--- src/rtl/hmb_map.vh ---
// Constants for the host memory buffer configuration block
`ifndef HMB_MAP_VH
`define HMB_MAP_VH
`define HMB_ENTRY_BYTES     64'h0000000000000010
`define HMB_ADDR_LOW_MASK   32'hfffffff0
`define HMB_FLAG_ENABLE     0
`define HMB_FLAG_RETURN     1
`define HMB_CNT_MSB         95
`define HMB_CNT_LSB         64
`define HMB_ATTR_WORDS      10'h3ff
`define HMB_ATTR_IDX_SIZE   10'h000
`define HMB_ATTR_IDX_LOW    10'h001
`define HMB_ATTR_IDX_HIGH   10'h002
`define HMB_ATTR_IDX_COUNT  10'h003
`endif

--- src/rtl/hmb_fetch.v ---
// Descriptor list walker for the host memory buffer
`timescale 1ns/1ns
`include "hmb_map.vh"
module hmb_fetch (
  // Clock and reset
  input  wire         i_sys_clk,
  input  wire         i_rst,
  // Control
  input  wire         i_start,
  input  wire         i_enable,
  input  wire [63:0]  i_list_base,
  input  wire [31:0]  i_entry_count,
  // Memory read port
  output reg          o_rd_req,
  output reg  [63:0]  o_rd_addr,
  input  wire         i_rd_valid,
  input  wire [127:0] i_rd_data,
  // Results
  output reg          o_entry_valid,
  output reg  [63:0]  o_entry_page_address,
  output reg  [31:0]  o_entry_page_count,
  output reg          o_busy,
  output reg          o_done,
  output reg  [31:0]  o_fetched
);
  localparam ST_IDLE = 2'd0;
  localparam ST_REQ  = 2'd1;
  localparam ST_WAIT = 2'd2;
  reg [1:0]  state_reg;
  reg [31:0] left_reg;
  // Walk the list one entry at a time; a disable aborts the walk at once
  always @(posedge i_sys_clk) begin
    if (i_rst) begin
      state_reg            <= ST_IDLE;
      left_reg             <= 32'h00000000;
      o_rd_req             <= 1'b0;
      o_rd_addr            <= 64'h0000000000000000;
      o_entry_valid        <= 1'b0;
      o_entry_page_address <= 64'h0000000000000000;
      o_entry_page_count   <= 32'h00000000;
      o_busy               <= 1'b0;
      o_done               <= 1'b0;
      o_fetched            <= 32'h00000000;
    end else begin
      o_entry_valid <= 1'b0;
      o_done        <= 1'b0;
      o_rd_req      <= 1'b0;
      case (state_reg)
        ST_IDLE: begin
          if (i_start && i_enable) begin
            o_rd_addr <= i_list_base;
            left_reg  <= i_entry_count;
            o_fetched <= 32'h00000000;
            if (i_entry_count == 32'h00000000) begin
              o_done <= 1'b1;
            end else begin
              o_busy    <= 1'b1;
              state_reg <= ST_REQ;
            end
          end
        end
        ST_REQ: begin
          if (!i_enable) begin
            o_busy    <= 1'b0;
            state_reg <= ST_IDLE;
          end else begin
            o_rd_req  <= 1'b1;
            state_reg <= ST_WAIT;
          end
        end
        ST_WAIT: begin
          if (!i_enable) begin
            o_busy    <= 1'b0;
            state_reg <= ST_IDLE;
          end else if (i_rd_valid) begin
            // Reserved top dword of the entry is dropped
            o_entry_valid        <= 1'b1;
            o_entry_page_address <= i_rd_data[63:0];
            o_entry_page_count   <= i_rd_data[`HMB_CNT_MSB:`HMB_CNT_LSB];
            o_fetched            <= o_fetched + 32'h00000001;
            o_rd_addr            <= o_rd_addr + `HMB_ENTRY_BYTES;
            left_reg             <= left_reg - 32'h00000001;
            if (left_reg == 32'h00000001) begin
              o_busy    <= 1'b0;
              o_done    <= 1'b1;
              state_reg <= ST_IDLE;
            end else begin
              state_reg <= ST_REQ;
            end
          end
        end
        default: state_reg <= ST_IDLE;
      endcase
    end
  end
endmodule // hmb_fetch

--- src/rtl/hmb_config.v ---
// Host memory buffer set and get feature handling
`timescale 1ns/1ns
`include "hmb_map.vh"
module hmb_config (
  // Clock and reset
  input  wire         i_sys_clk,
  input  wire         i_rst,
  // Set feature command
  input  wire         i_set_valid,
  input  wire [31:0]  i_cdw11,
  input  wire [31:0]  i_cdw12,
  input  wire [31:0]  i_cdw13,
  input  wire [31:0]  i_cdw14,
  input  wire [31:0]  i_cdw15,
  // Get feature command
  input  wire         i_get_valid,
  output reg          o_get_done,
  output reg  [31:0]  o_cpl_dw0,
  output reg          o_attr_wr,
  output reg  [9:0]   o_attr_idx,
  output reg  [31:0]  o_attr_data,
  // Descriptor memory read port
  output reg          o_rd_req,
  output reg  [63:0]  o_rd_addr,
  input  wire         i_rd_valid,
  input  wire [127:0] i_rd_data,
  // Fetched entries and status
  output reg          o_entry_valid,
  output reg  [63:0]  o_entry_page_address,
  output reg  [31:0]  o_entry_page_count,
  output reg          o_buffer_enable_flag,
  output reg          o_buffer_return_flag,
  output reg  [31:0]  o_buffer_pages,
  output reg          o_fetch_busy,
  output reg          o_fetch_done
);
  reg         ret_reg;
  reg  [31:0] size_reg;
  reg  [31:0] low_reg;
  reg  [31:0] high_reg;
  reg  [31:0] count_reg;
  reg  [31:0] valid_reg;
  reg         start_reg;
  reg         attr_run_reg;
  wire        f_rd_req;
  wire [63:0] f_rd_addr;
  wire        f_entry_valid;
  wire [63:0] f_entry_addr;
  wire [31:0] f_entry_cnt;
  wire        f_busy;
  wire        f_done;
  wire [31:0] f_fetched;
  // Retain the last accepted configuration; walk starts a cycle later
  always @(posedge i_sys_clk) begin
    if (i_rst) begin
      o_buffer_enable_flag <= 1'b0;
      ret_reg              <= 1'b0;
      size_reg             <= 32'h00000000;
      low_reg              <= 32'h00000000;
      high_reg             <= 32'h00000000;
      count_reg            <= 32'h00000000;
      start_reg            <= 1'b0;
    end else begin
      start_reg <= 1'b0;
      if (i_set_valid) begin
        o_buffer_enable_flag <= i_cdw11[`HMB_FLAG_ENABLE];
        ret_reg              <= i_cdw11[`HMB_FLAG_RETURN];
        // Size stays in page units; no byte scaling
        size_reg  <= i_cdw12;
        low_reg   <= i_cdw13 & `HMB_ADDR_LOW_MASK;
        high_reg  <= i_cdw14;
        count_reg <= i_cdw15;
        start_reg <= i_cdw11[`HMB_FLAG_ENABLE];
      end
    end
  end
  // Valid entry count: cleared on a new set, follows completed fetches
  always @(posedge i_sys_clk) begin
    if (i_rst) begin
      valid_reg <= 32'h00000000;
    end else if (i_set_valid) begin
      valid_reg <= 32'h00000000;
    end else if (f_entry_valid) begin
      valid_reg <= f_fetched;
    end
  end
  // Reply: dword 0 at once, then four attribute words and the reserved rest zero
  always @(posedge i_sys_clk) begin
    if (i_rst) begin
      o_get_done   <= 1'b0;
      o_cpl_dw0    <= 32'h00000000;
      o_attr_wr    <= 1'b0;
      o_attr_idx   <= 10'h000;
      o_attr_data  <= 32'h00000000;
      attr_run_reg <= 1'b0;
    end else begin
      o_get_done <= 1'b0;
      o_attr_wr  <= 1'b0;
      if (i_get_valid && !attr_run_reg) begin
        o_cpl_dw0 <= {30'h00000000, ret_reg, o_buffer_enable_flag};
        attr_run_reg <= 1'b1;
        o_attr_idx   <= 10'h3ff; // Wraps to word 0 on the first write
      end else if (attr_run_reg) begin
        o_attr_wr  <= 1'b1;
        o_attr_idx <= o_attr_idx + 10'h001;
        case (o_attr_idx + 10'h001)
          `HMB_ATTR_IDX_SIZE:  o_attr_data <= size_reg;
          `HMB_ATTR_IDX_LOW:   o_attr_data <= low_reg & `HMB_ADDR_LOW_MASK;
          `HMB_ATTR_IDX_HIGH:  o_attr_data <= high_reg & `HMB_ADDR_LOW_MASK;
          `HMB_ATTR_IDX_COUNT: o_attr_data <= valid_reg;
          default:             o_attr_data <= 32'h00000000;
        endcase
        if (o_attr_idx + 10'h001 == `HMB_ATTR_WORDS) begin
          attr_run_reg <= 1'b0;
          o_get_done   <= 1'b1;
        end
      end
    end
  end
  // Register the walker results so every output leaves a flop
  always @(posedge i_sys_clk) begin
    if (i_rst) begin
      o_rd_req             <= 1'b0;
      o_rd_addr            <= 64'h0000000000000000;
      o_entry_valid        <= 1'b0;
      o_entry_page_address <= 64'h0000000000000000;
      o_entry_page_count   <= 32'h00000000;
      o_buffer_return_flag <= 1'b0;
      o_buffer_pages       <= 32'h00000000;
      o_fetch_busy         <= 1'b0;
      o_fetch_done         <= 1'b0;
    end else begin
      // The walker sees a disable one edge late, so block a read it issued as the flag fell
      o_rd_req             <= f_rd_req & o_buffer_enable_flag;
      o_rd_addr            <= f_rd_addr;
      o_entry_valid        <= f_entry_valid;
      o_entry_page_address <= f_entry_addr;
      o_entry_page_count   <= f_entry_cnt;
      o_buffer_return_flag <= ret_reg;
      o_buffer_pages       <= size_reg;
      o_fetch_busy         <= f_busy;
      o_fetch_done         <= f_done;
    end
  end
  hmb_fetch u_fetch (
    .i_sys_clk            (i_sys_clk),
    .i_rst                (i_rst),
    .i_start              (start_reg),
    .i_enable             (o_buffer_enable_flag),
    .i_list_base          ({high_reg, low_reg}),
    .i_entry_count        (count_reg),
    .o_rd_req             (f_rd_req),
    .o_rd_addr            (f_rd_addr),
    .i_rd_valid           (i_rd_valid),
    .i_rd_data            (i_rd_data),
    .o_entry_valid        (f_entry_valid),
    .o_entry_page_address (f_entry_addr),
    .o_entry_page_count   (f_entry_cnt),
    .o_busy               (f_busy),
    .o_done               (f_done),
    .o_fetched            (f_fetched)
  );
endmodule // hmb_config

--- config.mk ---
export PLATFORM = sky130hd
export DESIGN_NAME = hmb_config
export DESIGN_NICKNAME = d
export VERILOG_FILES = /design/src/rtl/hmb_fetch.v /design/src/rtl/hmb_config.v
export VERILOG_INCLUDE_DIRS = /design/src /design/src/rtl
export SDC_FILE = /design/constraint.sdc
export NUM_CORES = 1
export LEC_CHECK = 0
export ABC_AREA = 1
export BUFFER_PORTS_ARGS = -buffer_cell sky130_fd_sc_hd__buf_2
export CAP_MARGIN = 5
export CORE_MARGIN = 8
export CORE_UTILIZATION = 45
export DETAILED_ROUTE_END_ITERATION = 10
export PLACE_DENSITY = 0.69
export SLEW_MARGIN = 20
export SYNTH_ARGS = -nofsm -noshare
export SYNTH_HDL_FRONTEND = slang
export SYNTH_SLANG_ARGS = --single-unit
export TNS_END_PERCENT = 30
--- constraint.sdc ---
create_clock -name i_sys_clk -period 3.4 [get_ports i_sys_clk]
set_clock_uncertainty 0.2 [all_clocks]
set_input_delay 0.17 -clock i_sys_clk [delete_from_list [all_inputs] [get_ports i_sys_clk]]
set_output_delay 0.17 -clock i_sys_clk [all_outputs]
set_load 0.01 [all_outputs]
==> flow_summary.yaml <==
detailed_routing:
  ant_nets: 0
  routed_via_density: 5.23
  wl_um: 87400
  drtPass1Iterations: 6
  drc: 0
  route.vias.total: 24484
  routedWlPerCell_um: 18.7
  drt_iter0_markers: 2038
worst_hold_path:
  min_path_type: "primary input to flip-flop"
  holdPathStages: 5
  hold_start: "i_set_valid"
clock_tree:
  cts_setup_buffers: 0
  clkTransAtPathRegs_ns: 0.06
  root_buffer: "clkbuf_16"
  cts_buffer_depth: 3
  cts_sinks: 625
  cts_tree: "done"
  h-tree-depth: 3
  cts_made_buffers: 67
  clk_latency_ns: 0.61
final_layout:
  finish.instance_area_sq_um: 32800
  layout-drive-gt1-share_pct: 16.7
  num-fill-cells: 4890
  multiInputGateArea_sq_um: 10300
  final_util_pct: 59.3
  area_delta_synth_final_pct: 30.3
  final_nets: 4183
  reg_top3: "o_entry_page_address: 64 flops, u_fetch.o_entry_page_address: 64 flops"
  register_area_sq_um: 12500
floorplanning:
  initial_core_util_pct: 45.5
  dieArea_sq_um: 63700
  io-pin-count: 567
  rows: 86
  dieHeight_um: 252
  dieWidth_um: 252
  coreArea_sq_um: 55200
synth:
  synth_seq_area_share_pct: 49.8
  synth.avg_cell_area_sq_um: 7.74
  synthArstFlopShare_pct: 0
  synth_ff_type: "dfxtp_1"
  yosys_register_bits: 625
  synth.area.top_cells: "dfxtp_1, nand2_1, inv_1, nand3_1, nor2_1"
  synth_edf_count: 0
  synth_top_area_share_pct: 49.8
  ys_warn_count: 0
  yosysUniqueCellTypes: 51
  netlist_instances: 3249
  syn_area_sq_um: 25100
  synth_top_area_cell: "dfxtp_1"
place:
  place_hpwl_um: 60000
  gp_routability_congestion: 0.966
  io_buffer_count: 466
  dpl_cell_area_sq_um: 28000
worst_setup_path:
  worst_path_largest_cell_delay_ns: 0.59
  ff2ff_setup_slack_ns: 0.32
  crit_type: "flip-flop to flip-flop"
  path_cells: "inv_1 > ha_4 > nand2_1 > inv_2 > nand2_4 > buf_4 > nor2_4 > buf_12 > o22a_1 > dlygate4sd3_1"
  r2r.worst_path.cells: 10
  start_kind: "flip-flop"
  crit_family: "buffers and inverters"
  slowest_stage: "buf_4"
  cp-startpoint: "u_fetch.state_reg[0]"
  reg2reg_from: "u_fetch.state_reg[0]"
  crit_buf_inv: 5
  critPathRequiredTime_ns: 3.68
  endpoint_kind: "flip-flop"
  critPathMaxFanout: 97
  critPathArrivalTime_ns: 3.36
  cp.depth: 10
timing:
  setup_viol: 0
  fin_setup_tns_ns: 0
  fin_crit_sh_pct: 90.7
  slew_viol_final: 0
  tightestPinTransition_ns: 0.844
  grt_setup_unrepaired: "false"
  clock.fmax_mhz: 324
  period_minus_slack_ns: 3.08
  max_slew_margin_pct: 43.5
  hold_viol: 0
global_route:
  track_usage_pct: 26.4
  grt_first_pass_wirelength_um: 135000
  grt_pass1_vias: 24153
  grt_max_degree: 130
  antenna_found_initial: 6
  overflow: 0
power:
  p_clk_share_pct: 45.7
  ir_drop_uv: 427
  power.net_switching_mw: 4.41
  comb_power_share_pct: 10.4
  swShare_pct: 25.2
  p_per_area_nw_per_um2: 534
  p_leak_nw: 14.2
  intPower_mw: 13.1
  power_frac_seq_pct: 44.0
job:
  maxCapViolations: 0
run_status:
  status: "complete, no violations"
worst register-to-register path: stages (launching register included):
cell and delay [ns]:
dfxtp_1 0.40, inv_1 0.12, ha_4 0.19, nand2_1 0.13, inv_2 0.07, nand2_4 0.06
buf_4 0.59, nor2_4 0.09, buf_12 0.26, o22a_1 0.29, dlygate4sd3_1 0.56
logic make-up after synthesis:
group / after synthesis / share of synthesized area (%)
other cells: 1 / 0.0149
compound gates: 583 / 14.1
fa+ha+maj: 14 / 0.697
xor+xnor: 40 / 1.39
simple gates: 1369 / 23.9
flops: 625 / 49.8
buf+inv: 617 / 10.1
layout make-up:
type / count / share of cell area [%]
multi-input cells: 2040 / 31.3
diodes: 5 / 0.0382
inverters: 400 / 4.60
flip-flops and latches: 625 / 38.2
clock inverters: 29 / 1.52
repair buffers: 742 / 15.7
well taps: 748 / 2.86
clock buffers: 91 / 5.80
worst paths after layout:
kind / to
max: u_fetch.o_entry_page_count[15]
min reg2reg: o_fetch_done
max reg2reg: u_fetch.o_entry_page_count[15]
min: count_reg[9]
cell usage after synthesis (4+ instances only):
cell type  number
dfxtp_1       625
nand2_1       528
inv_1         389
nor2_1        352
nand3_1       278
o21ai_0       182
a21oi_1       159
clkbuf_1      128
nand4_1       105
o22a_1         96
o21ai_1        59
nor3_1         58
buf_4          42
xor2_1         34
a32o_1         24
buf_2          23
buf_1          20
o211ai_1       20
ha_1           14
o22ai_1        13
nor4_1          9
inv_2           8
nand2_2         6
nand3b_1        6
xnor2_1         6
a22o_1          5
and3_1          5
a31oi_1         4
buf_6           4
nor2_2          4
o21a_1          4
o221ai_1        4
or2_2           4
layout by cell type (no fill, tap or decap), types with 34 or more instances in the layout:
master,netlist,routed
buf_2,23,464
nor2_1,352,348
xor2_1,34,34
o21ai_0,182,182
nand3_1,278,278
nor3_1,58,58
o22a_1,96,96
dlygate4sd3_1,0,231
clkbuf_16,0,69
nand4_1,105,105
inv_1,389,388
a21oi_1,159,159
o21ai_1,59,59
conb_1,1,34
dfxtp_1,625,625
buf_4,42,35
nand2_1,528,528
layer usage:
metal / vias up / track usage [%] / part of all wire (%)
li1: 11926 / - / -
met1: 11387 / 31.4 / 40
met2: 970 / 45.1 / 48
met3: 199 / 6.23 / 7.7
met4: 2 / 11.8 / 4.6
met5: - / 0 / 0.015
metrics by stage:
step                      hold WS [ns]  instances  setup WS, ns  power [mW]
after global routing            0.0607       4680         0.179        18.1
after global placement           0.195       4324         0.725        9.39
after floorplan                  0.105       3282          1.16        8.82
after CTS                       0.0201       4675         0.367        17.6
final                           0.0625       4680         0.316        17.5
after detailed placement         0.198       4324         0.677        9.40
power groups by stage:
stage	clock network [mW]	registers [mW]	logic [mW]
finish	7.98	7.69	1.81
global route	8.40	7.70	1.98
CTS	8.10	7.68	1.79
detailed placement	0	7.84	1.56
global placement	0	7.84	1.54
floorplan	0	7.80	1.02
timing repair:
item / in CTS / in global routing
hold buffers: 231 / 0
gates resized for setup: 0 / 0
hold endpoints to repair: 264 / 0
Power figures use the tool's default switching activity.
